<file path="src/design/hs_port_regs.vh">
`ifndef HS_PORT_REGS_VH
`define HS_PORT_REGS_VH

// ================================================================
// Register offsets (byte addresses)
`define PORT_CFG_OFS      8'h00
`define PORT_DIR_OFS      8'h04
`define PORT_OUT_OFS      8'h08
`define PORT_IN_OFS       8'h0c
`define HS_CTRL_OFS       8'h10
`define STATUS_OFS        8'h14
`define HS_DATA_OFS       8'h18

// ================================================================
// Port configuration register fields
`define CFG_CMP_OUT_BIT   0
`define CFG_OPEN_DRAIN_BIT 1
`define CFG_EMI_P0_BIT    2
`define CFG_EMI_P1_BIT    3
`define CFG_EMI_P2_BIT    4
`define CFG_EMI_P3_BIT    5
`define CFG_EMI_OSC_BIT   6
`define CFG_ANALOG_BIT    7

// Handshake control fields
`define HSC_EN_BIT        0
`define HSC_EXT_BIT       1

// Status fields
`define ST_HS_OUT_BIT     0
`define ST_AVAIL_BIT      1
`define ST_BUSY_BIT       2
`define ST_CMP1_BIT       3
`define ST_CMP2_BIT       4

// ================================================================
// Reset values
`define PORT_CFG_RST      8'h00
`define PORT_DIR_RST      8'hff
`define PORT_OUT_RST      8'h00
`define HS_CTRL_RST       2'h0

// ================================================================
// Timing counts in clock periods
`define HS_SETUP_CYC      4'h2
`define EXT_TIMING_CYC    4'h2

`endif

</file>
<file path="src/design/hs_port.v">
// The implementer's own choices: the register addresses and the APB slave port.
`include "hs_port_regs.vh"

module hs_port (
    // Clock and reset
    input  wire        pclk,
    input  wire        presetn,
    // APB slave
    input  wire        psel,
    input  wire        penable,
    input  wire        pwrite,
    input  wire [7:0]  paddr,
    input  wire [31:0] pwdata,
    output reg  [31:0] prdata_ff,
    output reg         pready_ff,
    output reg         pslverr_ff,
    // General port lines
    input  wire [7:0]  general_port_lines_in,
    output wire [7:0]  general_port_lines_out,
    output wire [7:0]  general_port_lines_oe,
    output wire [7:0]  general_port_keep,
    // Port zero keepers
    input  wire [7:0]  port0_in,
    output wire [7:0]  port0_keep,
    // Port three lines
    input  wire        port3_line0,
    output wire        port3_line0_keep,
    input  wire        port3_line1,
    output reg         port3_line6_out_ff,
    output reg         port3_line6_oe_ff,
    // Comparator front end results
    input  wire        cmp_line1_gt_ref,
    input  wire        cmp_line2_gt_ref,
    output reg         cmp_enable_ff,
    output reg  [1:0]  cmp_result_out_ff,
    // Buffer mode controls
    output reg  [3:0]  port_low_emi_ff,
    output reg         osc_low_emi_ff,
    output reg         ext_timing_ff
);

// ================================================================
// Registers
reg [7:0] cfg_ff;
reg [7:0] dir_ff;
reg [7:0] out_ff;
reg [1:0] hsc_ff;

wire [7:0] hs_data;
wire       hs_line6;
wire       hs_avail;
wire       hs_busy;
wire [7:0] pin_q;
wire [7:0] unused_p0_out;
wire [7:0] unused_p0_oe;
wire       unused_l0_out;
wire       unused_l0_oe;

wire hs_en     = hsc_ff[`HSC_EN_BIT];
wire hs_out    = hs_en & ~dir_ff[7];
wire analog    = cfg_ff[`CFG_ANALOG_BIT];
wire od_global = cfg_ff[`CFG_OPEN_DRAIN_BIT];

// ================================================================
// APB decode
wire setup_ph = psel & ~penable;
wire access   = psel & penable & pready_ff;
wire wr_en    = access & pwrite;
wire rd_en    = access & ~pwrite;

reg        hit;
reg [31:0] rd_mux;

// Handshake line one in analog mode comes from the comparator
// Comparator replaces digital path
wire line1_val = analog ? cmp_line1_gt_ref : port3_line1;

always @* begin
    hit    = 1'b1;
    rd_mux = 32'h00000000;
    case (paddr)
        `PORT_CFG_OFS: rd_mux = {24'h000000, cfg_ff};
        `PORT_DIR_OFS: rd_mux = {24'h000000, dir_ff};
        `PORT_OUT_OFS: rd_mux = {24'h000000, out_ff};
        `PORT_IN_OFS:  rd_mux = {24'h000000, general_port_lines_in};
        `HS_CTRL_OFS:  rd_mux = {30'h00000000, hsc_ff};
        `STATUS_OFS: begin
            rd_mux[`ST_HS_OUT_BIT] = hs_out;
            rd_mux[`ST_AVAIL_BIT]  = hs_avail;
            rd_mux[`ST_BUSY_BIT]   = hs_busy;
            rd_mux[`ST_CMP1_BIT]   = analog & cmp_line1_gt_ref;
            rd_mux[`ST_CMP2_BIT]   = analog & cmp_line2_gt_ref;
        end
        `HS_DATA_OFS:  rd_mux = {24'h000000, hs_data};
        default:       hit    = 1'b0;
    endcase
end

// Answer is prepared in setup so the access phase has no wait state
always @(posedge pclk or negedge presetn) begin
    if (!presetn) begin
        pready_ff  <= 1'b0;
        pslverr_ff <= 1'b0;
        prdata_ff  <= 32'h00000000;
    end else begin
        pready_ff  <= setup_ph;
        pslverr_ff <= setup_ph & ~hit;
        prdata_ff  <= (setup_ph & ~pwrite & hit) ? rd_mux : 32'h00000000;
    end
end

// ================================================================
// Software settings
always @(posedge pclk or negedge presetn) begin
    if (!presetn) begin
        cfg_ff <= `PORT_CFG_RST;
        dir_ff <= `PORT_DIR_RST;
        out_ff <= `PORT_OUT_RST;
        hsc_ff <= `HS_CTRL_RST;
    end else if (wr_en) begin
        case (paddr)
            `PORT_CFG_OFS: cfg_ff <= pwdata[7:0];
            `PORT_DIR_OFS: dir_ff <= pwdata[7:0];
            `PORT_OUT_OFS: out_ff <= pwdata[7:0];
            `HS_CTRL_OFS:  hsc_ff <= pwdata[1:0];
            // Handshake data write also loads the output latch
            `HS_DATA_OFS:  out_ff <= pwdata[7:0];
            default:       cfg_ff <= cfg_ff;
        endcase
    end
end

wire hs_start = wr_en & (paddr == `HS_DATA_OFS);
wire hs_rdack = rd_en & (paddr == `HS_DATA_OFS);

// ================================================================
// Handshake engine
hs_engine u_hs (
    .pclk       (pclk),
    .presetn    (presetn),
    .hs_en      (hs_en),
    .out_mode   (hs_out),
    .ext_timing (hsc_ff[`HSC_EXT_BIT]),
    .start      (hs_start),
    .rd_ack     (hs_rdack),
    .pins_in    (general_port_lines_in),
    .data_ff    (hs_data),
    .line1_in   (line1_val),
    .line6_ff   (hs_line6),
    .avail_ff   (hs_avail),
    .busy_ff    (hs_busy)
);

// ================================================================
// Pad cells
genvar i;
generate
    for (i = 0; i < 8; i = i + 1) begin : g_line
        line_cell u_p2 (
            .pclk       (pclk),
            .presetn    (presetn),
            .is_input   (dir_ff[i]),
            .open_drain (od_global),
            .out_val    (out_ff[i]),
            .pin_in     (general_port_lines_in[i]),
            .pin_out_ff (general_port_lines_out[i]),
            .pin_oe_ff  (general_port_lines_oe[i]),
            .keep_ff    (general_port_keep[i])
        );
        line_cell u_p0 (
            .pclk       (pclk),
            .presetn    (presetn),
            .is_input   (1'b1),
            .open_drain (1'b0),
            .out_val    (1'b0),
            .pin_in     (port0_in[i]),
            .pin_out_ff (unused_p0_out[i]),
            .pin_oe_ff  (unused_p0_oe[i]),
            .keep_ff    (port0_keep[i])
        );
    end
endgenerate

// Line zero keeper; lines one and six have none
line_cell u_l0 (
    .pclk       (pclk),
    .presetn    (presetn),
    .is_input   (1'b1),
    .open_drain (1'b0),
    .out_val    (1'b0),
    .pin_in     (port3_line0),
    .pin_out_ff (unused_l0_out),
    .pin_oe_ff  (unused_l0_oe),
    .keep_ff    (port3_line0_keep)
);

assign pin_q = general_port_lines_in;

// ================================================================
// Port three, comparator and buffer modes
always @(posedge pclk or negedge presetn) begin
    if (!presetn) begin
        port3_line6_out_ff <= 1'b1;
        port3_line6_oe_ff  <= 1'b0;
        cmp_enable_ff      <= 1'b0;
        cmp_result_out_ff  <= 2'h0;
        port_low_emi_ff    <= 4'h0;
        osc_low_emi_ff     <= 1'b0;
        ext_timing_ff      <= 1'b0;
    end else begin
        // Line six driven only under handshake
        port3_line6_out_ff <= hs_line6;
        port3_line6_oe_ff  <= hs_en;
        cmp_enable_ff      <= analog;
        cmp_result_out_ff  <= (analog & cfg_ff[`CFG_CMP_OUT_BIT]) ?
                              {cmp_line2_gt_ref, cmp_line1_gt_ref} : 2'h0;
        port_low_emi_ff    <= cfg_ff[`CFG_EMI_P3_BIT:`CFG_EMI_P0_BIT];
        osc_low_emi_ff     <= cfg_ff[`CFG_EMI_OSC_BIT];
        ext_timing_ff      <= hsc_ff[`HSC_EXT_BIT];
    end
end

endmodule // hs_port

</file>
<file path="src/design/line_cell.v">
`include "hs_port_regs.vh"

module line_cell (
    // Clock and reset
    input  wire pclk,
    input  wire presetn,
    // Control
    input  wire is_input,
    input  wire open_drain,
    input  wire out_val,
    // Pad
    input  wire pin_in,
    output reg  pin_out_ff,
    output reg  pin_oe_ff,
    output reg  keep_ff
);

// ================================================================
// Drive and keeper
// Open drain only ever drives low; high is left to the pull-up.
wire nxt_oe = ~is_input & (~open_drain | ~out_val);

always @(posedge pclk or negedge presetn) begin
    if (!presetn) begin
        pin_out_ff <= 1'b0;
        pin_oe_ff  <= 1'b0;
        keep_ff    <= 1'b0;
    end else begin
        pin_out_ff <= out_val;
        pin_oe_ff  <= nxt_oe;
        // Keeper follows the wire so a floating input stays at a valid level
        keep_ff    <= nxt_oe ? out_val : pin_in;
    end
end

endmodule // line_cell

</file>
<file path="src/design/hs_engine.v">
`include "hs_port_regs.vh"

module hs_engine (
    // Clock and reset
    input  wire       pclk,
    input  wire       presetn,
    // Control
    input  wire       hs_en,
    input  wire       out_mode,
    input  wire       ext_timing,
    input  wire       start,
    input  wire       rd_ack,
    // Data
    input  wire [7:0] pins_in,
    output reg  [7:0] data_ff,
    // Handshake lines
    input  wire       line1_in,
    output reg        line6_ff,
    // Status
    output reg        avail_ff,
    output reg        busy_ff
);

localparam S_IDLE  = 2'd0;
localparam S_SETUP = 2'd1;
localparam S_WACK  = 2'd2;
localparam S_WREL  = 2'd3;

reg [1:0] state_ff;
reg [3:0] cnt_ff;

wire [3:0] setup_cyc = `HS_SETUP_CYC + (ext_timing ? `EXT_TIMING_CYC : 4'h0);

// ================================================================
// Handshake sequencer
always @(posedge pclk or negedge presetn) begin
    if (!presetn) begin
        state_ff <= S_IDLE;
        cnt_ff   <= 4'h0;
        data_ff  <= 8'h00;
        line6_ff <= 1'b1;
        avail_ff <= 1'b0;
        busy_ff  <= 1'b0;
    end else if (!hs_en) begin
        state_ff <= S_IDLE;
        line6_ff <= 1'b1;
        busy_ff  <= 1'b0;
        avail_ff <= avail_ff & ~rd_ack;
    end else if (!out_mode) begin
        state_ff <= S_IDLE;
        busy_ff  <= 1'b0;
        if (!line1_in && line6_ff == 1'b0 && !avail_ff) begin
            data_ff  <= pins_in;
            avail_ff <= 1'b1;
            line6_ff <= 1'b1;
        end else begin
            avail_ff <= avail_ff & ~rd_ack;
            // Ready again only once strobe released and data taken
            if (line1_in && !(avail_ff & ~rd_ack))
                line6_ff <= 1'b0;
        end
    end else begin
        avail_ff <= avail_ff & ~rd_ack;
        case (state_ff)
            S_IDLE: begin
                line6_ff <= 1'b1;
                if (start) begin
                    state_ff <= S_SETUP;
                    cnt_ff   <= setup_cyc;
                    busy_ff  <= 1'b1;
                end
            end
            S_SETUP: begin
                if (cnt_ff <= 4'h1) begin
                    state_ff <= S_WACK;
                    line6_ff <= 1'b0;
                end else begin
                    cnt_ff <= cnt_ff - 4'h1;
                end
            end
            S_WACK: begin
                if (!line1_in) begin
                    state_ff <= S_WREL;
                    line6_ff <= 1'b1;
                end
            end
            S_WREL: begin
                if (line1_in) begin
                    state_ff <= S_IDLE;
                    busy_ff  <= 1'b0;
                end
            end
            default: begin
                state_ff <= S_IDLE;
            end
        endcase
    end
end

endmodule // hs_engine

</file>
<file path="config.mk">
export PLATFORM = sky130hd
export DESIGN_NAME = hs_port
export DESIGN_NICKNAME = d
export VERILOG_FILES = /design/src/design/hs_port.v /design/src/design/line_cell.v /design/src/design/hs_engine.v
export VERILOG_INCLUDE_DIRS = /design/src /design/src/design
export SDC_FILE = /design/constraint.sdc
export NUM_CORES = 1
export LEC_CHECK = 0
export ABC_CLOCK_PERIOD_IN_PS = 3300
export BUFFER_PORTS_ARGS = -buffer_cell sky130_fd_sc_hd__buf_2
export CAP_MARGIN = 10
export CORE_MARGIN = 5
export CORE_UTILIZATION = 55
export DETAILED_ROUTE_END_ITERATION = 8
export PLACE_DENSITY = 0.93
export SLEW_MARGIN = 10
export SYNTH_ARGS = -nofsm -noshare
export SYNTH_HDL_FRONTEND = slang
export SYNTH_SLANG_ARGS = --single-unit
</file>
<file path="constraint.sdc">
create_clock -name pclk -period 3.3 [get_ports pclk]
set_input_delay 0.66 -clock pclk [delete_from_list [all_inputs] [get_ports pclk]]
set_output_delay 0.66 -clock pclk [all_outputs]
set_load 0.01 [all_outputs]
</file>
==> flow_summary.json, run 1 <==
{
  "status": "complete, no violations",
  "power_density_mw_per_mm2": 430,
  "syn_avg_cell_area_sq_um": 12.0,
  "rsz0062_at_grt": "no",
  "setup_viol": 0,
  "ir_drop_uv": 245,
  "dr.first_iter.drc_count": 164,
  "cts_made_buffers": 9,
  "finClkSkew_ns": 0.0112,
  "synth_cell_type_count": 48,
  "slew_viol_final": 0,
  "p_leak_nw": 2.40,
  "grt_pass1_vias": 2990,
  "gp_congestion": 0.824,
  "use_met1_pct": 24.4,
  "required_ns": 3.55,
  "fin_crit_sh_pct": 68.7,
  "dr_total_vias": 2914,
  "core_area_sq_mm": 0.00809,
  "post-place-ws_ns": 0.641,
  "antenna_found_initial": 0,
  "die_y_microns": 100,
  "grt_util_met3_pct": 4.66,
  "insertion_delay_ns": 0.37,
  "cts_buffer_depth": 2,
  "hpwl_microns": 6630,
  "fin_ws_ns": 1.03,
  "syn_inst": 372,
  "numClockSinks": 97,
  "vias_per_cell": 5.35,
  "synth_top_flop_cell": "dfrtp_1",
  "top_level_ports": 143,
  "power.total_mw": 2.12,
  "async_flop_share_pct": 100,
  "path_class": "in -> reg",
  "num-nets-final": 507,
  "synth_edf_count": 0,
  "ys_warn_count": 0,
  "multi_input_comb_area_sq_mm": 0.00161,
  "cts_resized": 0,
  "synth_area_sq_mm": 0.00448,
  "grt_pass1_wl_microns": 14800,
  "yosysTopAreaCellShare_pct": 48.6,
  "ys_seq_area_share_pct": 54.4,
  "ys_top_cells_by_count": "dfrtp_1, buf_4, mux2_2, nor2_1, nand2_1",
  "worst-path-max-fanout": 8,
  "tritoncts": "built",
  "rows": 33,
  "cp-start-kind": "primary input",
  "wirelength_microns": 9150,
  "synth_area_leaders": "dfrtp_1, mux2_2, buf_4",
  "htreeDepth": 3,
  "end_kind": "flop",
  "port_buffers": 94,
  "die_w_microns": 100,
  "yosysMostFrequentCell": "dfrtp_1",
  "grt.busiest_layer": "met2",
  "use_met2_pct": 29.9,
  "cap_violations": 0,
  "finalHoldViolations": 0,
  "ys_seq_elements": 97,
  "wl_per_cell_microns": 16.8,
  "start_util_pct": 55.4,
  "fmax_mhz": 441,
  "maxSlewHeadroom_pct": 54.3,
  "fillerInstances": 649,
  "cts_hold_buf": 0,
  "final_cells": 545,
  "diodes": 0,
  "yosys.area.top_type": "dfrtp_1",
  "cp_data_arrival_time_ns": 2.52,
  "cts_setup_buffers": 0,
  "fin_setup_tns_ns": 0,
  "hp-class": "in -> async",
  "ant_nets": 0,
  "grt_max_degree": 53,
  "cts_root_buf": "clkbuf_8",
  "layout_min_cycle_time_ns": 2.27,
  "grt_use_total_pct": 18.9,
  "ff_latch_area_sq_mm": 0.00244,
  "die_area_sq_mm": 0.0101,
  "dp_cells": 529,
  "grt_overflow": 0,
  "syn2layout_area_growth_pct": 9.85,
  "worst_pin_slew_ns": 0.686,
  "fin_area_sq_mm": 0.00492,
  "drive_gt1_share_pct": 40.2,
  "drc": 0,
  "dpl_cell_area_sq_mm": 0.00472,
  "drt-pass1-iter-count": 4,
  "path_clk_slew_ns": 0.09
}
==> cell type report <==
| type | instances | area share, % |
|---|---|---|
| clock buffer | 9 | 2.52 |
| clock inverter | 7 | 1.55 |
| inverter | 8 | 0.610 |
| multi-input combinational | 221 | 32.6 |
| sequential | 97 | 49.6 |
| tap | 105 | 2.67 |
| timing repair buffer | 98 | 10.5 |
==> metal layers <==
metal | routed length, microns | share of wire (%)
met4 | 278 | 3.0
met1 | 3630 | 40
met2 | 4430 | 48
met5 | 0 | 0
met3 | 813 | 8.9
==> registers in the layout, indices dropped and copies added (netlist names), 2 cells and up <==
register / flops
cfg_ff: 8
dir_ff: 8
g_line.u_p0.keep_ff: 8
g_line.u_p2.keep_ff: 8
g_line.u_p2.pin_oe_ff: 8
g_line.u_p2.pin_out_ff: 8
out_ff: 8
prdata_ff: 8
u_hs.data_ff: 8
port_low_emi_ff: 4
u_hs.cnt_ff: 4
cmp_result_out_ff: 2
hsc_ff: 2
u_hs.state_ff: 2
==> path summary, 6_finish.rpt <==
check                                 start  slack [ns]                      to  cells after the start
setup / recovery                     pwrite        1.03               cfg_ff[6]                      5
hold / removal                      presetn        0.29  g_line[6].u_p0.keep_ff                      1
setup reg to reg           u_hs.state_ff[1]        1.07          u_hs.cnt_ff[2]                      7
hold reg to reg               u_hs.line6_ff        0.39      port3_line6_out_ff                      0
max in group asynchronous           presetn        2.30               dir_ff[6]                      2
min in group pclk             u_hs.line6_ff        0.39      port3_line6_out_ff                      0
==> cells in the final DEF (no fill, tap or decap), types with 8 or more instances in the layout <==
| cell | instances |
|---|---|
| clkbuf_8 | 9 |
| inv_1 | 8 |
| dfstp_2 | 10 |
| nand3_1 | 11 |
| mux2_2 | 39 |
| o22a_1 | 8 |
| buf_2 | 93 |
| o21ai_0 | 10 |
| conb_1 | 24 |
| dfrtp_1 | 87 |
| nand2_1 | 21 |
| a21oi_1 | 18 |
| nor2_1 | 23 |
==> critical path, stage by stage <==
cell and delay [ns]:
buf_2 0.14, nand4_1 0.29, or3b_2 0.57, nor2_2 0.45
mux2_2 0.40
==> through the flow <==
stage / hold WS, ns / utilization (%)
after floorplan: 0.359 / -
after global placement: 0.379 / 58.4
after detailed placement: 0.377 / 58.4
after CTS: 0.305 / 60.8
after global routing: 0.324 / 60.8
final: 0.286 / 60.8
==> cell families after synthesis <==
| family | count (synthesis) | share of synthesized area [%] |
|---|---|---|
| flops | 97 | 54.4 |
| simple gates | 84 | 9.63 |
| fa+ha+maj | 7 | 1.95 |
| mux | 49 | 13.1 |
| buf+inv | 77 | 11.6 |
| other cells | 1 | 0.0837 |
| compound gates | 57 | 9.10 |
==> power breakdown <==
group          internal [mW]  total, mW  switching [mW]
registers               1.20       1.20         0.00475
clock network          0.358      0.780           0.422
logic                 0.0456      0.134          0.0884
total                   1.60       2.12           0.515
(Power assumes the default switching activity.)
==> run 2: changes to the inputs <==
- ABC_CLOCK_PERIOD_IN_PS: 3300 -> 2000
- CORE_UTILIZATION: 55 -> 46
- PLACE_DENSITY: 0.93 -> 0.84
- clock period: 3.3 -> 2 ns (I/O delays scaled with it)
==> run 2 against run 1 <==
Compared with the run above: sequential share of layout area is 2.0 points lower; sequential power is 66% higher; largest cell class unchanged; die area is 18% higher; first-iteration DRC count is 4.9% higher; final cell count is 9.7% higher; via count is 4.6% higher; wire length is 9.3% higher; register-to-register slack worse by 0.90 ns; power is 59% higher; non-clock buffer count is 25 higher; global-route usage is 1.3 points lower; utilization is 7.6 points lower.
==> flow_summary.json, run 2 (synthesized netlist as in run 1, its figures left out) <==
{
  "fin_setup_tns_ns": 0,
  "ff_latch_area_sq_mm": 0.00244,
  "cp-start-kind": "flop",
  "status": "complete, no violations",
  "p_leak_nw": 2.50,
  "cts_root_buf": "clkbuf_8",
  "cp_data_arrival_time_ns": 2.14,
  "fmax_mhz": 546,
  "vias_per_cell": 5.10,
  "final_common_cell": "buf_2",
  "grt_use_total_pct": 17.5,
  "worst-path-max-fanout": 5,
  "hp-class": "in -> reg",
  "wirelength_microns": 10000,
  "layout_min_cycle_time_ns": 1.83,
  "htreeDepth": 3,
  "grt_pass1_vias": 3104,
  "end_kind": "flop",
  "path_class": "reg -> reg",
  "fin_area_sq_mm": 0.00513,
  "cts_buffer_depth": 2,
  "dpl_cell_area_sq_mm": 0.00493,
  "rsz0062_at_grt": "no",
  "grt_overflow": 0,
  "slew_viol_final": 0,
  "drive_gt1_share_pct": 43.7,
  "cts_made_buffers": 9,
  "die_area_sq_mm": 0.0118,
  "core_area_sq_mm": 0.00964,
  "syn2layout_area_growth_pct": 14.5,
  "wl_per_cell_microns": 16.7,
  "drt-pass1-iter-count": 4,
  "multi_input_comb_area_sq_mm": 0.00162,
  "die_w_microns": 109,
  "ir_drop_uv": 278,
  "finClkSkew_ns": 0.0102,
  "gp_congestion": 0.817,
  "insertion_delay_ns": 0.37,
  "power_density_mw_per_mm2": 657,
  "dr_total_vias": 3047,
  "numClockSinks": 97,
  "path_clk_slew_ns": 0.09,
  "cap_violations": 0,
  "antenna_found_initial": 0,
  "dp_cells": 580,
  "fin_ws_ns": 0.169,
  "hpwl_microns": 7530,
  "start_util_pct": 46.5,
  "diodes": 0,
  "port_buffers": 94,
  "required_ns": 2.31,
  "layout_common_cells": "buf_2, dfrtp_1, mux2_2, buf_4, conb_1",
  "num-nets-final": 532,
  "fillerInstances": 885,
  "ant_nets": 0,
  "die_y_microns": 109,
  "post-place-ws_ns": -0.182,
  "grt_pass1_wl_microns": 15800,
  "grt_max_degree": 57,
  "tritoncts": "built",
  "fin_hold_ws_ns": 0.131,
  "drc": 0,
  "final_cells": 598,
  "top_level_ports": 143,
  "rows": 36,
  "fin_crit_sh_pct": 91.6,
  "setup_viol": 0,
  "dr.first_iter.drc_count": 172,
  "finalHoldViolations": 0
}
## run 2: final timing paths
path                                 from                        end  slack (ns)  cells past startpoint
setup / recovery           u_hs.cnt_ff[0]             u_hs.cnt_ff[3]        0.17                      8
hold / removal                port3_line0               u_l0.keep_ff        0.13                      1
setup reg to reg           u_hs.cnt_ff[0]             u_hs.cnt_ff[3]        0.17                      8
hold reg to reg             u_hs.line6_ff         port3_line6_out_ff        0.40                      0
max in group asynchronous         presetn         port3_line6_out_ff        0.92                      3
min in group asynchronous         presetn  g_line[1].u_p2.pin_out_ff        0.40                      2
## run 2: critical path, cell delays in order (launching register included)
cell	delay (ns)
dfrtp_1	0.42
inv_1	0.06
ha_1	0.23
or2_4	0.27
a311oi_2	0.22
buf_4	0.18
nand3_1	0.07
mux2i_1	0.17
a22o_1	0.15
## run 2: layout make-up
type,count,share of cell area (%)
repair buffers,123,13.7
multi-input cells,221,31.6
flip-flops and latches,97,47.5
clock inverters,6,0.829
well taps,133,3.24
inverters,8,0.585
clock buffers,10,2.49
## run 2: power by group
| group | total (mW) | switching (mW) | internal (mW) |
|---|---|---|---|
| combinational | 0.237 | 0.151 | 0.0857 |
| sequential | 1.99 | 0.00778 | 1.98 |
| clock | 1.15 | 0.691 | 0.455 |
## run 2: what timing repair did
item,CTS,global route
endpoints found under the setup margin,1,4
hold buffers,1,0
gates resized for setup,1,3
pin swaps,0,1
setup buffers,0,1
hold endpoints to repair,9,0
## run 2: stage by stage
step / total power [mW] / util [%]
detailed placement: 2.26 / 51.2
finish: 3.37 / 53.2
CTS: 3.40 / 53.1
global placement: 2.25 / 51.2
global route: 3.52 / 53.2
floorplan: 2.17 / -
## run 2: layer usage
layer	routed length (microns)	vias to the layer above	part of all wire (%)	GRT usage [%]
li1	-	1409	-	-
met1	4010	1506	40	21.9
met2	5120	108	51	29.4
met3	599	24	6.0	3.08
met4	260	0	2.6	8.66
met5	0	-	0	0
==> run 3: changes to the inputs <==
- ABC_CLOCK_PERIOD_IN_PS: 2000 -> 2200
- CORE_UTILIZATION: 46 -> 55
- PLACE_DENSITY: 0.84 -> 0.93
- clock period: 2 -> 2.2 ns (I/O delays scaled with it)
==> run 3 against run 2 <==
Compared with the run above: die area decreased by 15%; non-clock buffer count decreased by 9; sequential share of layout area increased by 0.95 points; critical endpoint is now u_hs.cnt_ff[2]; highest routed layer unchanged.
==> flow_summary.json, run 3 (synthesized netlist as in run 1, its figures left out) <==
{
  "htreeDepth": 3,
  "path_class": "reg -> reg",
  "pwr-share-clk_pct": 35.4,
  "diodes": 0,
  "layout_common_cells": "buf_2, dfrtp_1, mux2_2, conb_1, nor2_1",
  "ir_drop_uv": 313,
  "hpwl_microns": 6950,
  "final_common_cell": "buf_2",
  "vias_per_cell": 5.38,
  "hp-class": "in -> async",
  "start_util_pct": 55.4,
  "numClockSinks": 97,
  "wl_per_cell_microns": 16.9,
  "reg2reg_to": "u_hs.cnt_ff[2]",
  "drc": 0,
  "insertion_delay_ns": 0.37,
  "top_level_ports": 143,
  "rows": 33,
  "path_clk_slew_ns": 0.10,
  "timing.rr.start": "u_hs.cnt_ff[0]",
  "cts_resized": 0,
  "intPower_mw": 2.35,
  "grt_use_total_pct": 19.6,
  "fmax_mhz": 511,
  "port_buffers": 94,
  "status": "complete, no violations",
  "power_density_mw_per_mm2": 621,
  "fin_area_sq_mm": 0.00503,
  "end_kind": "flop",
  "fin_hold_ws_ns": 0.0242,
  "cts_hold_buf": 0,
  "setup_viol": 0,
  "num-nets-final": 523,
  "grt_pass1_wl_microns": 15200,
  "grt_max_degree": 36,
  "finalHoldViolations": 0,
  "cts_made_buffers": 9,
  "critPathLaunch": "u_hs.cnt_ff[0]",
  "ant_nets": 0,
  "die_y_microns": 100,
  "p_switching_mw": 0.773,
  "cp_data_arrival_time_ns": 2.22,
  "cts_root_buf": "clkbuf_8",
  "fin_crit_sh_pct": 89.0,
  "maxSlewHeadroom_pct": 57.4,
  "tritoncts": "built",
  "antenna_found_initial": 0,
  "finClkSkew_ns": 0.00969,
  "core_area_sq_mm": 0.00809,
  "cts_setup_buffers": 0,
  "die_area_sq_mm": 0.0101,
  "multi_input_comb_area_sq_mm": 0.00161,
  "layout_min_cycle_time_ns": 1.96,
  "slew_viol_final": 0,
  "wirelength_microns": 9500,
  "power.total_mw": 3.12,
  "drive_gt1_share_pct": 42.3,
  "post-place-ws_ns": -0.0371,
  "dr.first_iter.drc_count": 147,
  "dr_total_vias": 3020,
  "dpl_cell_area_sq_mm": 0.00484,
  "r2r_cells": 8,
  "cap_violations": 0,
  "required_ns": 2.46,
  "cp-start-kind": "flop",
  "syn2layout_area_growth_pct": 12.3,
  "die_w_microns": 100,
  "worst-r2r-setup-slack_ns": 0.24,
  "switching_share_pct": 24.7,
  "rsz0062_at_grt": "no",
  "seq_power_share_pct": 57.8,
  "gp_congestion": 0.858,
  "fillerInstances": 644,
  "p_leak_nw": 2.47,
  "pwr-share-comb_pct": 6.8,
  "grt_pass1_vias": 3012,
  "cts_buffer_depth": 2,
  "worst-path-max-fanout": 5,
  "fin_ws_ns": 0.241,
  "grt_overflow": 0,
  "ff_latch_area_sq_mm": 0.00244,
  "worst_pin_slew_ns": 0.640,
  "drt-pass1-iter-count": 5,
  "fin_setup_tns_ns": 0
}
==> run 3: area by class of cell <==
class | instances | area share, %
Tap cell | 105 | 2.61
Timing Repair Buffer | 114 | 12.6
Multi-Input combinational cell | 221 | 31.9
Clock inverter | 5 | 0.746
Sequential cell | 97 | 48.5
Clock buffer | 11 | 3.01
Inverter | 8 | 0.597
==> run 3: critical path, stage by stage, from the launching register on <==
cell	delay, ns
dfrtp_1	0.42
inv_1	0.06
ha_1	0.21
or2_2	0.32
a311oi_1	0.29
buf_4	0.18
nand2_1	0.11
nor3_1	0.20
a211oi_1	0.07
==> run 3: worst max path at each step <==
stage	slack, ns	cells past startpoint	endpoint
floorplan	0.15	4	u_hs.line6_ff
global placement	-0.005	5	u_hs.line6_ff
detailed placement	-0.04	5	u_hs.line6_ff
CTS	0.25	8	u_hs.cnt_ff[2]
global route	0.05	8	u_hs.cnt_ff[2]
finish	0.24	8	u_hs.cnt_ff[2]
==> run 3: power groups by stage <==
| stage | sequential, mW | combinational [mW] | clock [mW] |
|---|---|---|---|
| 4_1_cts | 1.81 | 0.212 | 1.12 |
| 2_1_floorplan | 1.84 | 0.130 | 0 |
| 3_5_place_dp | 1.84 | 0.212 | 0 |
| 3_3_place_gp | 1.84 | 0.206 | 0 |
| 6_report | 1.81 | 0.211 | 1.11 |
| 5_1_grt | 1.81 | 0.234 | 1.20 |
==> run 3: per-layer routing <==
metal | vias to the layer above | part of all wire, % | global-route usage [%]
met5 | - | 0 | 0
met4 | 0 | 2.2 | 7.36
met3 | 20 | 8.4 | 5.14
met2 | 140 | 49 | 31.7
met1 | 1472 | 40 | 25.6
li1 | 1388 | - | -
==> run 3: stage by stage <==
step,util [%],cells
2_1_floorplan,-,395
3_3_place_gp,59.8,545
3_5_place_dp,59.8,545
6_report,62.2,561
5_1_grt,62.2,561
4_1_cts,62.2,561
